**src/hsd_pkg.sv**
```systemverilog
// Summary of operation
// - In HS, SE0 idle over 3 ms reverts to FS before 3.125 ms.
// - Line level sampled 100 us to 875 us after reversion; J means suspend.
// - SE0 at that sample means bus reset; start the speed handshake.
// - Fully suspended within 10 ms of the last bus activity.
// - Resume signalling no earlier than 5 ms after last activity.
// - SE0 while suspended starts the handshake after a 4 ms wake wait.
// - In FS, SE0 longer than 2.5 us starts the handshake.
// - Host holds reset at least 10 ms; controller waits for its end.
// - From suspend, a 1.65 ms chirp K completes within 6 ms of wake.
// - Chirp uses raw mode, HS transceiver and all-zero transmit data.
// - Chirp K starts no later than 6.0 ms after last activity.
// - Chirp K lasts at least 1.0 ms, ends before 7.0 ms.
// - Chirp K is timed by a count of 66000 cycles.
// - Line level is watched for host chirps once the chirp ends.
// - An HS host chirps within 100 us of our chirp end.
// - No host chirp 1.0 to 2.5 ms after chirp: back to FS.
// - Handshake entry may come up to 4 ms after last activity.
`default_nettype none
package hsd_pkg;
  // ----------------------------------------------------------------
  // Clock and time conversion
  // ----------------------------------------------------------------
  localparam int unsigned CLK_MHZ = 40;
  function automatic int unsigned min_cyc(input int unsigned ns);
    int unsigned c;
    c = (ns * CLK_MHZ + 999) / 1000;
    return (c == 0) ? 1 : c;
  endfunction : min_cyc
  function automatic int unsigned max_cyc(input int unsigned ns);
    int unsigned c;
    c = (ns * CLK_MHZ) / 1000;
    return (c == 0) ? 1 : c;
  endfunction : max_cyc
  localparam int unsigned T_REVERT_NS = 3_050_000;
  localparam int unsigned T_SAMPLE_MIN_NS = 100_000;
  localparam int unsigned T_SAMPLE_NS = 200_000;
  localparam int unsigned T_SAMPLE_MAX_NS = 875_000;
  localparam int unsigned T_LISTEN_NS = 1_500_000;
  localparam int unsigned T_RESUME_MIN_NS = 5_000_000;
  localparam int unsigned T_RESUME_K_NS = 2_000_000;
  localparam int unsigned T_WAKE_NS = 4_000_000;
  localparam int unsigned T_SE0_FILT_NS = 2_500;
  localparam int unsigned T_CHIRP_FILT_NS = 2_500;
  localparam int unsigned REVERT_CYC_DEF = min_cyc(T_REVERT_NS);
  localparam int unsigned SAMPLE_CYC_DEF = min_cyc(T_SAMPLE_NS);
  localparam int unsigned SAMPLE_MAX_CYC_DEF = max_cyc(T_SAMPLE_MAX_NS);
  localparam int unsigned LISTEN_CYC_DEF = min_cyc(T_LISTEN_NS);
  localparam int unsigned RESUME_MIN_CYC_DEF = min_cyc(T_RESUME_MIN_NS);
  localparam int unsigned RESUME_K_CYC_DEF = min_cyc(T_RESUME_K_NS);
  localparam int unsigned WAKE_CYC_DEF = max_cyc(T_WAKE_NS);
  localparam int unsigned CHIRP_CYC_DEF = 66000;
  // "More than 2.5 us" needs one cycle beyond the rounded figure
  localparam int unsigned SE0_FILT_CYC = min_cyc(T_SE0_FILT_NS) + 1;
  localparam int unsigned CHIRP_FILT_CYC = min_cyc(T_CHIRP_FILT_NS) + 1;
  localparam int unsigned SETUP_CYC = 5;
  localparam int unsigned CNT_W = 20;
  localparam logic [CNT_W-1:0] CNT_MAX = '1;
  localparam logic [CNT_W-1:0] CNT_ONE = 20'h00001;
  // ----------------------------------------------------------------
  // Transceiver encodings
  // ----------------------------------------------------------------
  localparam logic [1:0] LS_SE0 = 2'h0;
  localparam logic [1:0] LS_J = 2'h1;
  localparam logic [1:0] LS_K = 2'h2;
  localparam logic [1:0] OPSEL_NORMAL = 2'h0;
  localparam logic [1:0] OPSEL_RAW = 2'h2;
  localparam logic SPEED_FS = 1'b1;
  localparam logic SPEED_HS = 1'b0;
  localparam logic [7:0] CHIRP_DATA = 8'h00;
  // ----------------------------------------------------------------
  // Register map
  // ----------------------------------------------------------------
  localparam int unsigned ADDR_W = 4;
  localparam logic [ADDR_W-1:0] REG_CTRL = 4'h0;
  localparam logic [ADDR_W-1:0] REG_STATUS = 4'h4;
  localparam logic [ADDR_W-1:0] REG_EVENT = 4'h8;
  localparam int unsigned CTRL_EN_BIT = 0;
  localparam int unsigned CTRL_HS_BIT = 1;
  localparam int unsigned CTRL_RESUME_BIT = 2;
  localparam int unsigned EV_W = 4;
  localparam int unsigned EV_RESET = 0;
  localparam int unsigned EV_SUSPEND = 1;
  localparam int unsigned EV_CHIRP_TO = 2;
  localparam int unsigned EV_HOST_CHIRP = 3;
  localparam logic [1:0] RESP_OKAY = 2'h0;
  localparam logic [1:0] RESP_SLVERR = 2'h2;
  typedef enum logic [3:0] {
    ST_OFF, ST_FS, ST_HS, ST_REVERT, ST_SUSPEND, ST_RESUME,
    ST_WAKE, ST_SETUP, ST_CHIRP, ST_LISTEN, ST_AWAIT_END
  } hsd_state_t;
endpackage : hsd_pkg
`default_nettype wire

```
**src/hsd_axil_regs.sv**
```systemverilog
`timescale 1ns/1ps
`default_nettype none
module hsd_axil_regs (
  input wire logic clk,
  input wire logic srst,
  input wire logic [hsd_pkg::ADDR_W-1:0] s_axi_awaddr,
  input wire logic s_axi_awvalid,
  output logic s_axi_awready,
  input wire logic [31:0] s_axi_wdata,
  input wire logic [3:0] s_axi_wstrb,
  input wire logic s_axi_wvalid,
  output logic s_axi_wready,
  output logic [1:0] s_axi_bresp,
  output logic s_axi_bvalid,
  input wire logic s_axi_bready,
  input wire logic [hsd_pkg::ADDR_W-1:0] s_axi_araddr,
  input wire logic s_axi_arvalid,
  output logic s_axi_arready,
  output logic [31:0] s_axi_rdata,
  output logic [1:0] s_axi_rresp,
  output logic s_axi_rvalid,
  input wire logic s_axi_rready,
  output logic ctrl_enable,
  output logic ctrl_start_hs,
  output logic resume_pulse,
  input wire logic [7:0] status,
  input wire logic [hsd_pkg::EV_W-1:0] event_set
);
  import hsd_pkg::*;

  function automatic logic mapped(input logic [ADDR_W-1:0] a);
    return (a == REG_CTRL) || (a == REG_STATUS) || (a == REG_EVENT);
  endfunction : mapped

  logic wr_fire;
  logic [EV_W-1:0] ev_clr;
  logic [EV_W-1:0] ev_r;
  assign wr_fire = s_axi_awvalid && s_axi_awready && s_axi_wvalid &&
                   s_axi_wready;
  assign ev_clr = (wr_fire && s_axi_awaddr == REG_EVENT && s_axi_wstrb[0])
                  ? s_axi_wdata[EV_W-1:0] : '0;

  // ----------------------------------------------------------------
  // Write channel: both ready together once address and data wait
  // ----------------------------------------------------------------
  always_ff @(posedge clk) begin
    if (srst) begin
      s_axi_awready <= 1'b0;
      s_axi_wready <= 1'b0;
      s_axi_bvalid <= 1'b0;
      s_axi_bresp <= RESP_OKAY;
      ctrl_enable <= 1'b0;
      ctrl_start_hs <= 1'b0;
      resume_pulse <= 1'b0;
    end else begin
      s_axi_awready <= s_axi_awvalid && s_axi_wvalid && !s_axi_awready &&
                       !s_axi_bvalid;
      s_axi_wready <= s_axi_awvalid && s_axi_wvalid && !s_axi_awready &&
                      !s_axi_bvalid;
      resume_pulse <= 1'b0;
      if (s_axi_bvalid && s_axi_bready) begin
        s_axi_bvalid <= 1'b0;
      end
      if (wr_fire) begin
        s_axi_bvalid <= 1'b1;
        s_axi_bresp <= mapped(s_axi_awaddr) ? RESP_OKAY : RESP_SLVERR;
        if (s_axi_awaddr == REG_CTRL && s_axi_wstrb[0]) begin
          ctrl_enable <= s_axi_wdata[CTRL_EN_BIT];
          ctrl_start_hs <= s_axi_wdata[CTRL_HS_BIT];
          resume_pulse <= s_axi_wdata[CTRL_RESUME_BIT];
        end
      end
    end
  end

  // Sticky events: a set in the clearing cycle survives
  always_ff @(posedge clk) begin
    if (srst) begin
      ev_r <= '0;
    end else begin
      ev_r <= (ev_r & ~ev_clr) | event_set;
    end
  end

  // ----------------------------------------------------------------
  // Read channel
  // ----------------------------------------------------------------
  always_ff @(posedge clk) begin
    if (srst) begin
      s_axi_arready <= 1'b0;
      s_axi_rvalid <= 1'b0;
      s_axi_rdata <= 32'h00000000;
      s_axi_rresp <= RESP_OKAY;
    end else begin
      s_axi_arready <= s_axi_arvalid && !s_axi_arready && !s_axi_rvalid;
      if (s_axi_rvalid && s_axi_rready) begin
        s_axi_rvalid <= 1'b0;
      end
      if (s_axi_arvalid && s_axi_arready) begin
        s_axi_rvalid <= 1'b1;
        s_axi_rresp <= mapped(s_axi_araddr) ? RESP_OKAY : RESP_SLVERR;
        unique case (s_axi_araddr)
          REG_CTRL: s_axi_rdata <= {30'h00000000, ctrl_start_hs, ctrl_enable};
          REG_STATUS: s_axi_rdata <= {24'h000000, status};
          REG_EVENT: s_axi_rdata <= {28'h0000000, ev_r};
          default: s_axi_rdata <= 32'h00000000;
        endcase
      end
    end
  end
endmodule : hsd_axil_regs
`default_nettype wire

```
**src/hsd_ctrl.sv**
```systemverilog
`timescale 1ns/1ps
`default_nettype none
module hsd_ctrl #(
  parameter int unsigned REVERT_CYC = hsd_pkg::REVERT_CYC_DEF,
  parameter int unsigned SAMPLE_CYC = hsd_pkg::SAMPLE_CYC_DEF,
  parameter int unsigned SAMPLE_MAX_CYC = hsd_pkg::SAMPLE_MAX_CYC_DEF,
  parameter int unsigned CHIRP_CYC = hsd_pkg::CHIRP_CYC_DEF,
  parameter int unsigned LISTEN_CYC = hsd_pkg::LISTEN_CYC_DEF,
  parameter int unsigned RESUME_MIN_CYC = hsd_pkg::RESUME_MIN_CYC_DEF,
  parameter int unsigned RESUME_K_CYC = hsd_pkg::RESUME_K_CYC_DEF,
  parameter int unsigned WAKE_CYC = hsd_pkg::WAKE_CYC_DEF
) (
  input wire logic clk,
  input wire logic srst,
  input wire logic [hsd_pkg::ADDR_W-1:0] s_axi_awaddr,
  input wire logic s_axi_awvalid,
  output logic s_axi_awready,
  input wire logic [31:0] s_axi_wdata,
  input wire logic [3:0] s_axi_wstrb,
  input wire logic s_axi_wvalid,
  output logic s_axi_wready,
  output logic [1:0] s_axi_bresp,
  output logic s_axi_bvalid,
  input wire logic s_axi_bready,
  input wire logic [hsd_pkg::ADDR_W-1:0] s_axi_araddr,
  input wire logic s_axi_arvalid,
  output logic s_axi_arready,
  output logic [31:0] s_axi_rdata,
  output logic [1:0] s_axi_rresp,
  output logic s_axi_rvalid,
  input wire logic s_axi_rready,
  input wire logic [1:0] line_state,
  output logic transceiver_speed_select,
  output logic termination_speed_select,
  output logic [1:0] operating_mode_select,
  output logic low_power_request_n,
  output logic [7:0] tx_data,
  output logic tx_valid
);
  import hsd_pkg::*;

  // ----------------------------------------------------------------
  // Declarations
  // ----------------------------------------------------------------
  hsd_state_t state_r;
  hsd_state_t state_nxt;
  logic [CNT_W-1:0] st_cnt_r;
  logic [CNT_W-1:0] act_cnt_r;
  logic [1:0] ls_prev_r;
  logic [EV_W-1:0] ev_set_r;
  logic ctrl_enable;
  logic ctrl_start_hs;
  logic resume_pulse;
  logic resume_req_r;
  logic [7:0] status;

  function automatic logic [CNT_W-1:0] sat_inc(input logic [CNT_W-1:0] v);
    return (v == CNT_MAX) ? v : v + CNT_ONE;
  endfunction : sat_inc

  assign status = {line_state, low_power_request_n, transceiver_speed_select,
                   state_r};

  hsd_axil_regs u_regs (
    .clk(clk),
    .srst(srst),
    .s_axi_awaddr(s_axi_awaddr),
    .s_axi_awvalid(s_axi_awvalid),
    .s_axi_awready(s_axi_awready),
    .s_axi_wdata(s_axi_wdata),
    .s_axi_wstrb(s_axi_wstrb),
    .s_axi_wvalid(s_axi_wvalid),
    .s_axi_wready(s_axi_wready),
    .s_axi_bresp(s_axi_bresp),
    .s_axi_bvalid(s_axi_bvalid),
    .s_axi_bready(s_axi_bready),
    .s_axi_araddr(s_axi_araddr),
    .s_axi_arvalid(s_axi_arvalid),
    .s_axi_arready(s_axi_arready),
    .s_axi_rdata(s_axi_rdata),
    .s_axi_rresp(s_axi_rresp),
    .s_axi_rvalid(s_axi_rvalid),
    .s_axi_rready(s_axi_rready),
    .ctrl_enable(ctrl_enable),
    .ctrl_start_hs(ctrl_start_hs),
    .resume_pulse(resume_pulse),
    .status(status),
    .event_set(ev_set_r)
  );

  // ----------------------------------------------------------------
  // Timing counters
  // ----------------------------------------------------------------
  // Activity counter restarts on every line level change, so it measures
  // time since the last bus activity, up to CNT_MAX cycles where it holds.
  always_ff @(posedge clk) begin
    if (srst) begin
      ls_prev_r <= LS_J;
      act_cnt_r <= '0;
    end else begin
      ls_prev_r <= line_state;
      if (line_state != ls_prev_r) begin
        act_cnt_r <= '0;
      end else begin
        act_cnt_r <= sat_inc(act_cnt_r);
      end
    end
  end

  always_ff @(posedge clk) begin
    if (srst) begin
      st_cnt_r <= '0;
    end else if (state_nxt != state_r) begin
      st_cnt_r <= '0;
    end else begin
      st_cnt_r <= sat_inc(st_cnt_r);
    end
  end

  // A resume request is held until suspend may legally end
  always_ff @(posedge clk) begin
    if (srst) begin
      resume_req_r <= 1'b0;
    end else if (resume_pulse && state_r == ST_SUSPEND) begin
      resume_req_r <= 1'b1;
    end else if (state_r != ST_SUSPEND) begin
      resume_req_r <= 1'b0;
    end
  end

  // ----------------------------------------------------------------
  // Reset, suspend and handshake sequencing
  // ----------------------------------------------------------------
  always_comb begin
    state_nxt = state_r;
    unique case (state_r)
      ST_OFF: begin
        if (ctrl_enable) begin
          state_nxt = ctrl_start_hs ? ST_HS : ST_FS;
        end
      end
      ST_FS: begin
        if (line_state == LS_SE0 && act_cnt_r >= CNT_W'(SE0_FILT_CYC)) begin
          state_nxt = ST_SETUP;
        end
      end
      ST_HS: begin
        if (line_state == LS_SE0 && act_cnt_r >= CNT_W'(REVERT_CYC)) begin
          state_nxt = ST_REVERT;
        end
      end
      ST_REVERT: begin
        if (st_cnt_r >= CNT_W'(SAMPLE_CYC)) begin
          if (line_state == LS_J) begin
            state_nxt = ST_SUSPEND;
          end else if (line_state == LS_SE0) begin
            state_nxt = ST_SETUP;
          end else begin
            state_nxt = ST_FS;
          end
        end
      end
      ST_SUSPEND: begin
        if (line_state == LS_SE0) begin
          state_nxt = ST_WAKE;
        end else if (resume_req_r &&
                     act_cnt_r >= CNT_W'(RESUME_MIN_CYC)) begin
          state_nxt = ST_RESUME;
        end
      end
      ST_RESUME: begin
        if (st_cnt_r >= CNT_W'(RESUME_K_CYC)) begin
          state_nxt = ST_FS;
        end
      end
      ST_WAKE: begin
        // Wake wait is sized so wake plus chirp fits the 6 ms budget
        if (st_cnt_r >= CNT_W'(WAKE_CYC)) begin
          state_nxt = ST_SETUP;
        end
      end
      ST_SETUP: begin
        if (st_cnt_r >= CNT_W'(SETUP_CYC)) begin
          state_nxt = ST_CHIRP;
        end
      end
      ST_CHIRP: begin
        if (st_cnt_r >= CNT_W'(CHIRP_CYC)) begin
          state_nxt = ST_LISTEN;
        end
      end
      ST_LISTEN: begin
        // Own chirp also shows K, so host chirps are judged afterwards
        if (line_state == LS_K && act_cnt_r >= CNT_W'(CHIRP_FILT_CYC)) begin
          state_nxt = ST_HS;
        end else if (st_cnt_r >= CNT_W'(LISTEN_CYC)) begin
          state_nxt = ST_AWAIT_END;
        end
      end
      ST_AWAIT_END: begin
        if (line_state != LS_SE0) begin
          state_nxt = ST_FS;
        end
      end
    endcase
    if (!ctrl_enable) begin
      state_nxt = ST_OFF;
    end
  end

  always_ff @(posedge clk) begin
    if (srst) begin
      state_r <= ST_OFF;
    end else begin
      state_r <= state_nxt;
    end
  end

  // ----------------------------------------------------------------
  // Transceiver controls, registered from the next state
  // ----------------------------------------------------------------
  always_ff @(posedge clk) begin
    if (srst) begin
      transceiver_speed_select <= SPEED_FS;
      termination_speed_select <= SPEED_FS;
      operating_mode_select <= OPSEL_NORMAL;
      low_power_request_n <= 1'b1;
      tx_data <= CHIRP_DATA;
      tx_valid <= 1'b0;
    end else begin
      transceiver_speed_select <= (state_nxt == ST_HS ||
                                   state_nxt == ST_SETUP ||
                                   state_nxt == ST_CHIRP ||
                                   state_nxt == ST_LISTEN)
                                  ? SPEED_HS : SPEED_FS;
      termination_speed_select <= (state_nxt == ST_HS)
                                  ? SPEED_HS : SPEED_FS;
      operating_mode_select <= (state_nxt == ST_SETUP ||
                                state_nxt == ST_CHIRP ||
                                state_nxt == ST_RESUME)
                               ? OPSEL_RAW : OPSEL_NORMAL;
      low_power_request_n <= (state_nxt != ST_SUSPEND);
      tx_data <= CHIRP_DATA;
      tx_valid <= (state_nxt == ST_CHIRP || state_nxt == ST_RESUME);
    end
  end

  // Event pulses for the sticky event register
  always_ff @(posedge clk) begin
    if (srst) begin
      ev_set_r <= '0;
    end else begin
      ev_set_r <= '0;
      ev_set_r[EV_RESET] <= (state_nxt == ST_SETUP && state_r != ST_SETUP);
      ev_set_r[EV_SUSPEND] <= (state_nxt == ST_SUSPEND &&
                               state_r != ST_SUSPEND);
      ev_set_r[EV_CHIRP_TO] <= (state_nxt == ST_AWAIT_END &&
                                state_r == ST_LISTEN);
      ev_set_r[EV_HOST_CHIRP] <= (state_nxt == ST_HS &&
                                  state_r == ST_LISTEN);
    end
  end

  // ----------------------------------------------------------------
  // Checks
  // ----------------------------------------------------------------
  AST_HS_REVERT: assert property (@(posedge clk) disable iff (srst)
    (state_r == ST_HS && state_nxt == ST_REVERT) |->
      act_cnt_r >= CNT_W'(REVERT_CYC) ##1
      (transceiver_speed_select == SPEED_FS &&
       termination_speed_select == SPEED_FS))
    else $error("FS reversion not timed from idle");

  AST_SAMPLE_WINDOW: assert property (@(posedge clk) disable iff (srst)
    (state_r == ST_REVERT && state_nxt != ST_REVERT && ctrl_enable) |->
      (st_cnt_r >= CNT_W'(SAMPLE_CYC) &&
       st_cnt_r <= CNT_W'(SAMPLE_MAX_CYC)))
    else $error("Line sample outside window");

  AST_SE0_RESET: assert property (@(posedge clk) disable iff (srst)
    (state_r == ST_REVERT && state_nxt != ST_REVERT &&
     line_state == LS_SE0 && ctrl_enable) |=> state_r == ST_SETUP)
    else $error("SE0 sample did not start handshake");

  AST_SUSPEND_LP: assert property (@(posedge clk) disable iff (srst)
    $rose(state_r == ST_SUSPEND) |->
      !low_power_request_n throughout (state_r == ST_SUSPEND) [*2])
    else $error("Suspend without low power request");

  AST_RESUME_GAP: assert property (@(posedge clk) disable iff (srst)
    (state_r == ST_SUSPEND && state_nxt == ST_RESUME) |->
      act_cnt_r >= CNT_W'(RESUME_MIN_CYC))
    else $error("Resume too early");

  AST_FS_SE0: assert property (@(posedge clk) disable iff (srst)
    (state_r == ST_FS && state_nxt == ST_SETUP) |->
      (line_state == LS_SE0 && act_cnt_r >= CNT_W'(SE0_FILT_CYC)))
    else $error("FS reset taken on short SE0");

  AST_CHIRP_MODE: assert property (@(posedge clk) disable iff (srst)
    $rose(tx_valid) && state_r == ST_CHIRP |->
      ($past(operating_mode_select, 5) == OPSEL_RAW &&
       transceiver_speed_select == SPEED_HS && tx_data == CHIRP_DATA))
    else $error("Chirp drive setup wrong");

  AST_CHIRP_LEN: assert property (@(posedge clk) disable iff (srst)
    (state_r == ST_CHIRP && state_nxt == ST_LISTEN) |->
      (st_cnt_r >= CNT_W'(CHIRP_CYC) && $past(tx_valid)))
    else $error("Chirp K too short");

  AST_LISTEN_TO: assert property (@(posedge clk) disable iff (srst)
    (state_r == ST_LISTEN && state_nxt == ST_AWAIT_END) |->
      st_cnt_r >= CNT_W'(LISTEN_CYC) ##1
      (transceiver_speed_select == SPEED_FS && !tx_valid))
    else $error("No FS return after silent host");
endmodule : hsd_ctrl
`default_nettype wire

```
**config.mk**
```make
export PLATFORM = sky130hd
export DESIGN_NAME = hsd_ctrl
export DESIGN_NICKNAME = d
export VERILOG_FILES = /design/src/hsd_pkg.sv /design/src/hsd_axil_regs.sv /design/src/hsd_ctrl.sv
export SDC_FILE = /design/constraint.sdc
export NUM_CORES = 1
export LEC_CHECK = 0
export BUFFER_PORTS_ARGS = -buffer_cell sky130_fd_sc_hd__buf_2
export CORE_MARGIN = 10
export CORE_UTILIZATION = 45
export DETAILED_ROUTE_END_ITERATION = 8
export PLACE_DENSITY = 0.69
export RECOVER_POWER = 100
export SETUP_SLACK_MARGIN = 0.4
export SLEW_MARGIN = 20
export SYNTH_ARGS = -nofsm -noshare
export SYNTH_HDL_FRONTEND = slang
export SYNTH_HIERARCHICAL = 1
export SYNTH_SLANG_ARGS = --single-unit
```
**constraint.sdc**
```tcl
create_clock -name clk -period 3.04 [get_ports clk]
set_clock_uncertainty 0.05 [all_clocks]
set_input_delay 0.152 -clock clk [delete_from_list [all_inputs] [get_ports clk]]
set_output_delay 0.152 -clock clk [all_outputs]
set_load 0.02 [all_outputs]
```
# After elaboration in Yosys (flattened, before gate mapping)

Cells that the tools add are included.

Add/sub/neg operators: 2
Magnitude comparators: 9
Equality and inequality tests: 30
Muxes and demuxes: 30
Bitwise logic cells: 5
Reduce and logical (&&, ||, !) cells: 49

Operators by type and width:

| kind                                                   | number |
|---|---|
| >= comparator 20 x 17 -> 1 bit (second input constant) | 3 |
| 2-to-1 mux 4 bit                                       | 14 |
| one-hot mux 4 bit (11 select lines)                    | 1 |
| adder 20 x 1 -> 20 bit (second input constant)         | 2 |
| equality test 20 bit (second input constant)           | 2 |
| >= comparator 20 x 18 -> 1 bit (second input constant) | 2 |
| equality test 4 x 3 -> 1 bit (second input constant)   | 9 |
| equality test 4 bit (second input constant)            | 8 |
| one-hot mux 8 bit (3 select lines)                     | 1 |
| logical AND 1 bit                                      | 23 |
| >= comparator 20 x 13 -> 1 bit (second input constant) | 1 |
| >= comparator 20 x 16 -> 1 bit (second input constant) | 1 |
| >= comparator 20 x 3 -> 1 bit (second input constant)  | 1 |
| >= comparator 20 x 7 -> 1 bit (second input constant)  | 1 |
| equality test 4 x 2 -> 1 bit (second input constant)   | 3 |
| logical NOT 4 bit                                      | 3 |
| != test 4 x 3 -> 1 bit (second input constant)         | 3 |
| logical OR 1 bit                                       | 10 |
| 2-to-1 mux 1 bit                                       | 8 |
| 2-to-1 mux 2 bit                                       | 4 |
| nonzero test 2 bit                                     | 4 |
| 2-to-1 mux 3 bit                                       | 2 |
| AND 4 bit                                              | 1 |
| equality test 4 x 1 -> 1 bit (second input constant)   | 1 |
| 12 further kinds                                       | 17 |

Flip-flop bits (word level): 104
Output and inout port bits: 55
Logic and storage cells: 147

# Logic depth before layout (Yosys ltp)

Gate-level depths: netlist of run 1.

Word-level depth: 11
Mapped depth: 11

# Hierarchy

Netlist of run 1, hierarchy kept.

By module, submodules not included:

| module        | times used | cells each | area each (um2) |
|---|---|---|---|
| hsd_ctrl      | 1          | 427        | 3353.2 |
| hsd_axil_regs | 1          | 124        | 1104.8 |

# Worst setup path before layout of run 1

Ideal clock, no wire load.

Kind: reg-to-reg
From: register act_cnt_r[1]
To: register st_cnt_r[18]
Library setup time: 0.088 ns
Arrival time: 2.416 ns
Required time: 2.902 ns
Setup slack: 0.487 ns
Cell stages (with the launch flop): 12
Path buffers: 1
Clock period less this slack: 2.553 ns
Path through: dfxtp_1 inv_1 ha_1 nand2b_1 a211oi_1 o21ai_2 a2111oi_4 a211oi_1 a21o_1 a21o_1 buf_6 nor4_4

Cells in the longest elaborated chain, start to end: 8
Elaborated cells on any way between the ends: 16
Classes of those cells: order compare: 3; eq/ne: 1; mux: 7; reduce/logical: 5

RTL lines:

| item                                  | RTL line        | text |
|---|---|---|
| from (decl)                           | hsd_ctrl.sv:48  | `logic [CNT_W-1:0] act_cnt_r;` |
| from (signal assigned)                | hsd_ctrl.sv:105 | `act_cnt_r <= sat_inc(act_cnt_r);` |
| >= comparator 20 x 18 -> 1 bit        | hsd_ctrl.sv:167 | `act_cnt_r >= CNT_W'(RESUME_MIN_CYC)) begin` |
| logical AND 1 bit                     | hsd_ctrl.sv:166 | `end else if (resume_req_r &&` |
| 2-to-1 mux 4 bit                      | hsd_ctrl.sv:166 |  |
| 2-to-1 mux 4 bit                      | hsd_ctrl.sv:164 | `if (line_state == LS_SE0) begin` |
| one-hot mux 4 bit (11 select lines) * | hsd_ctrl.sv:136 | `unique case (state_r)` |
| 2-to-1 mux 4 bit *                    | hsd_ctrl.sv:206 | `if (!ctrl_enable) begin` |
| != test 4 bit *                       | hsd_ctrl.sv:113 | `end else if (state_nxt != state_r) begin` |
| OR reduction 2 bit (no source line) * | -               |  |
| to (signal assigned)                  | hsd_ctrl.sv:116 | `st_cnt_r <= sat_inc(st_cnt_r);` |
| to (decl)                             | hsd_ctrl.sv:47  | `logic [CNT_W-1:0] st_cnt_r;` |

Every way passes the cells marked *; elsewhere a longest branch is shown, timed or not.
A chain may end at the register's enable or synchronous reset.

# Final worst setup path of run 1

Same ends and word-level chain as after synthesis.

==> impl_metrics.toml, run 1 <==
[clock_network]
cts_root_buf = "clkbuf_8"
insertion_delay_ns = 0.37
cts-htree-levels = 3
numCtsBuffers = 9
cts.clk_slew.worst_paths_ns = 0.09
cts_buffer_depth = 2
cts_tree = "done"
clock_sinks = 77

[cells_and_area]
utilization_pct = 51.4
fin_area_mm2 = 0.00500
drive_above_1_share_pct = 11.8
n_fill_cell = 961
fin_nets = 659
diodes = 0
synthToLayoutAreaGrowth_pct = 12.2

[sta]
setup_viol = 0
slew_headroom_pct = 10.5
tns_ns = 0
period_minus_slack_ns = 2.76
rsz0062_at_grt = "yes"
hold_ws_ns = 0.0334
slew_viol_final = 0
fmax_mhz = 362
worst_pin_slew_ns = 1.34
hold_viol = 0
layout_worst_path_cycle_share_pct = 90.9

[floorplanning]
ios = 108
fp.dieH_um = 120
start_util_pct = 45.8
rows = 36
die_area_mm2 = 0.0143
core_mm2 = 0.00973
die_w_um = 120

[power_and_ir_drop]
total_power_mw = 1.99
pwr_density_cell_mw_per_mm2 = 397
p_leak_nw = 1.82
peakVddDrop_v = 0.000237

[yosys]
yosysSeqAreaShare_pct = 34.6
yosysWarnings = 6
ys_ff_latch = 77
yosysUniqueCellTypes = 67
synthFlopType = "dfxtp_1"
async_flop_share_pct = 0
synth.avg_cell_area_um2 = 8.09
netlist_area_mm2 = 0.00446
synthCells = 551
synth_edf_count = 0

[setup_path]
cp.required_ns = 3.27
start_kind = "flip-flop"
path_max_fanout = 5
arrival_ns = 2.99
critPathCaptureType = "flip-flop"
crit_type = "flip-flop to flip-flop"

[hold_path]
worstHoldPathType = "input port to flip-flop"

[route]
first_pass_iters = 5
ant_nets = 0
routedWlPerCell_um = 14.8
via_count = 3998
routed_wl_um = 10900
via_per_inst = 5.43
drt_iter0_drc = 205
drc = 0

[global_route]
antenna_found_initial = 0
grt_max_degree = 35
track_usage_pct = 14.4
grt_pass1_wl_um = 17600
grt_pass1_vias = 3777
grt.overflow.total = 0

[run_status]
status = "completed"

[placement]
placed_cell_area_mm2 = 0.00464
gp_congestion = 0.896
dp_hpwl_um = 7760
port_buffers = 41

[flow_run]
maxCapViolations = 0
## layout by cell type, fill, tap and decap left out, types with 4 or more instances in the layout
master,count
clkbuf_1,29
nor4_1,9
buf_2,19
a311oi_1,6
nand2b_1,11
dlygate4sd3_1,8
dfxtp_1,74
and3b_1,5
and2_1,7
nor2b_1,10
buf_4,8
nor3_1,35
a32oi_1,4
a21oi_1,25
nand3_1,27
xor2_1,24
xnor2_1,9
nor2_1,52
clkbuf_8,9
a21o_1,6
nand2_1,41
o21ai_0,11
nand4_1,12
ha_1,7
inv_1,18
conb_1,35
and3_1,12
a211oi_1,6
## state kept, by name, indices dropped and copies added, names as in the netlist, 2 cells and up
| signal | flops |
|---|---|
| act_cnt_r | 20 |
| st_cnt_r | 20 |
| u_regs/s_axi_rdata | 8 |
| ev_set_r | 4 |
| state_r | 4 |
| u_regs/ev_r | 4 |
| ls_prev_r | 2 |
## final timing paths
path	startpoint	end	slack (ns)	cells past startpoint
setup / recovery	act_cnt_r[1]$_SDFFE_PP0P_	st_cnt_r[18]$_SDFFE_PP0P_	0.28	13
hold / removal	s_axi_arvalid	u_regs/s_axi_arready$_SDFF_PP0_	0.03	2
setup reg to reg	act_cnt_r[1]$_SDFFE_PP0P_	st_cnt_r[18]$_SDFFE_PP0P_	0.28	13
hold reg to reg	u_regs/s_axi_rdata[0]$_SDFFE_PP0P_	u_regs/s_axi_rdata[0]$_SDFFE_PP0P_	0.41	2
## worst max-delay path: stages, from the launching register on
cell      delay [ns]
dfxtp_1         0.34
inv_1           0.08
ha_1            0.18
nand2b_4        0.14
a211oi_4        0.29
clkbuf_4        0.18
o211ai_1        0.09
a21oi_1         0.18
nor2_1          0.08
nor4_1          0.31
nand4_1         0.15
clkbuf_1        0.19
buf_6           0.17
nor4_4          0.24
## metrics by stage
step / cells / setup slack [ns]
after floorplan: 584 / 0.487
after global placement: 704 / 0.235
after detailed placement: 704 / 0.214
after CTS: 730 / 0.405
after global routing: 736 / 0.167
final: 736 / 0.278
## final cells by class
type | count | area (um2) | share of cell area [%]
clock inverter | 7 | 81.3 | 1.63
multi-input combinational | 423 | 2630 | 52.6
sequential | 77 | 1550 | 30.9
timing repair buffer | 69 | 387 | 7.73
inverter | 18 | 67.6 | 1.35
clock buffer | 9 | 124 | 2.48
tap | 133 | 166 | 3.33
## cell families after synthesis
kind of cell,Yosys count,share of synthesized area (%)
and+or+nand+nor,249,29.9
AOI/OAI and AO/OA,95,15.4
buffers and inverters,84,10.6
DFF,77,34.6
xor gates and xnor gates,33,6.48
adders and majority gates,8,2.25
muxes,3,0.674
other,2,0.168
## routing by layer
metal | share of wire, % | global-route usage, % | up-vias
met2 | 48 | 23.6 | 131
met5 | 0 | 0 | -
met4 | 2.1 | 6.33 | 0
li1 | - | - | 1975
met1 | 43 | 17.4 | 1872
met3 | 6.9 | 3.89 | 20
## what timing repair did
item / in CTS / in global routing
hold buffers: 8 / 0
gates resized for setup: 8 / 24
pin swaps: 5 / 8
cloned: 0 / 2
setup buffers: 2 / 4
endpoints found under the setup margin: 21 / 20
hold endpoints to repair: 10 / 0
## synthesized netlist by cell type, types with 4 or more instances
cell type | count | share of area (%)
a21oi_1 | 25 | 2.8
nand4_1 | 12 | 1.7
a32oi_1 | 4 | 0.79
xor2_1 | 24 | 4.7
buf_2 | 11 | 1.2
nand2_1 | 41 | 3.5
and3b_1 | 5 | 0.98
nor3_1 | 33 | 3.7
dfxtp_1 | 77 | 35
inv_1 | 18 | 1.5
and2_1 | 8 | 1.1
nor2_1 | 53 | 4.5
a311oi_1 | 6 | 1.2
clkbuf_1 | 17 | 1.4
a211oi_1 | 7 | 1.2
and3_1 | 12 | 1.7
ha_1 | 8 | 2.2
nand3_1 | 27 | 3.0
nand2b_1 | 12 | 1.7
o21ai_0 | 13 | 1.5
nor4_1 | 10 | 1.4
nor2b_1 | 11 | 1.5
xnor2_1 | 9 | 1.8
buf_4 | 36 | 6.1
a21o_1 | 6 | 1.0
## power by group
group,total [mW],internal (mW),switching (mW)
logic,0.150,0.0457,0.104
registers,1.03,1.02,0.00798
clock network,0.813,0.390,0.423
No activity file was read; power rests on OpenSTA's default activity.
==> run 2: changes to the inputs <==
--- a/config.mk
+++ b/config.mk
@@ -6,6 +6,7 @@
 export NUM_CORES = 1
 export LEC_CHECK = 0
 export BUFFER_PORTS_ARGS = -buffer_cell sky130_fd_sc_hd__buf_2
+export CORE_ASPECT_RATIO = 1.25
 export CORE_MARGIN = 10
 export CORE_UTILIZATION = 45
 export DETAILED_ROUTE_END_ITERATION = 8
==> impl_metrics.toml, run 2 (synthesis results as in run 1) <==
[floorplanning]
fp.dieH_um = 131
die_w_um = 109
ios = 108
die_area_mm2 = 0.0143
start_util_pct = 46.2
core_mm2 = 0.00966
rows = 40

[flow_run]
maxCapViolations = 0

[setup_path]
start_kind = "flip-flop"
cp.required_ns = 3.20
max_stage_delay_ns = 0.52
critPathSlowestCell = "a211oi_1"
reg2reg_slack_ns = 0.34
crit_path_cell_trace = "nor2_1 > or3_1 > a21oi_1 > o221ai_1 > a211oi_1 > a21o_1 > o211ai_1 > a221o_1"
crit_type = "flip-flop to flip-flop"
arrival_ns = 2.86
critPathCaptureType = "flip-flop"
path_max_fanout = 7

[placement]
placed_cells = 696
dp_slack_ns = 0.234
gp_congestion = 0.886
placed_cell_area_mm2 = 0.00464
port_buffers = 41
dp_hpwl_um = 7870

[sta]
layout_worst_path_cycle_share_pct = 88.9
hold_viol = 0
fmax_mhz = 370
hold_ws_ns = 0.0127
worst_pin_slew_ns = 1.30
period_minus_slack_ns = 2.70
setup_viol = 0
rsz0062_at_grt = "yes"
tns_ns = 0
slew_viol_final = 0
slew_headroom_pct = 13.1
setup_slack_ns = 0.337

[clock_network]
cts.clk_slew.worst_paths_ns = 0.06
cts-htree-levels = 3
cts_root_buf = "clkbuf_16"
numCtsBuffers = 9
cts_tree = "done"
cts_buffer_depth = 2
insertion_delay_ns = 0.33
clock_sinks = 77

[cells_and_area]
final_common_cell = "dfxtp_1"
reg_top3 = "act_cnt_r x20, st_cnt_r x20, u_regs/s_axi_rdata x8"
utilization_pct = 53.3
fin_area_mm2 = 0.00514
diodes = 0
fin_nets = 657
final_cells = 727
synthToLayoutAreaGrowth_pct = 15.4
layout_common_cells = "66 x dfxtp_1, 53 x nor2_1, 41 x nand2_1"
drive_above_1_share_pct = 14.0

[global_route]
grt.overflow.total = 0
antenna_found_initial = 0
grt_pass1_vias = 3742
track_usage_pct = 14.6
grt_max_degree = 35
grt_pass1_wl_um = 17600

[route]
drt_iter0_drc = 173
first_pass_iters = 5
ant_nets = 0
drc = 0
via_count = 4014
routed_wl_um = 11200
routedWlPerCell_um = 15.5
via_per_inst = 5.52

[power_and_ir_drop]
pwr_density_cell_mw_per_mm2 = 442
total_power_mw = 2.27
p_leak_nw = 1.90
peakVddDrop_v = 0.000379

[run_status]
status = "completed"

[hold_path]
worstHoldPathType = "input port to flip-flop"
## run 2: cell count changes in the layout (fill, tap and decap cells not counted), sizes merged
cell / change
clkinvlp: -1
clkinv: +2
clkbuf: -2
dlygate4sd3: -3
inv: -2
buf: +4
## run 2: critical path, delay by kind of cell, from the launching register on
| kind | cells | cell delay (ns) |
|---|---|---|
| AO/OA/AOI/OAI | 6 | 1.59 |
| AND/OR/NAND/NOR | 2 | 0.48 |
| flip-flops | 1 | 0.46 |
## run 2: final timing paths
check,to,from,depth (start not counted)
min,u_regs/s_axi_wready$_SDFF_PP0_,s_axi_wvalid,3
max reg2reg,transceiver_speed_select$_SDFF_PP1_,st_cnt_r[6]$_SDFFE_PP0P_,8
max,transceiver_speed_select$_SDFF_PP1_,st_cnt_r[6]$_SDFFE_PP0P_,8
min reg2reg,u_regs/s_axi_bresp[1]$_SDFFE_PP0P_,u_regs/s_axi_bresp[1]$_SDFFE_PP0P_,2
## run 2: metal layers
metal / routed length, um / up-vias / GRT usage, % / share of wire [%]
li1: - / 1969 / - / -
met4: 250 / 0 / 5.14 / 2.2
met2: 5570 / 143 / 24.3 / 50
met1: 4660 / 1879 / 17.2 / 41
met3: 756 / 23 / 4.21 / 6.7
met5: 0 / - / 0 / 0
## run 2: power by group
| part | leakage (nW) | switching, mW | total [mW] | internal (mW) |
|---|---|---|---|---|
| Clock | 0.145 | 0.431 | 1.09 | 0.663 |
| Combinational | 1.13 | 0.105 | 0.154 | 0.0489 |
| Sequential | 0.627 | 0.00681 | 1.03 | 1.02 |
## run 2: cell type report
cell class              count  area (um2)
repair buffers             67         427
flip-flops and latches     77        1560
inverters                  18        67.6
fillers                   933        4520
clock inverters             6        71.3
clock buffers              10         239
multi-input cells         423        2630
well taps                 126         158
## run 2: timing repair
| action | 4_1_cts | 5_1_grt |
|---|---|---|
| hold buffers | 5 | 0 |
| pin swaps | 1 | 11 |
| cloned | 0 | 2 |
| setup buffers | 0 | 8 |
| hold endpoints to repair | 5 | 0 |
| setup endpoints to repair | 21 | 23 |
| resized for setup | 3 | 32 |
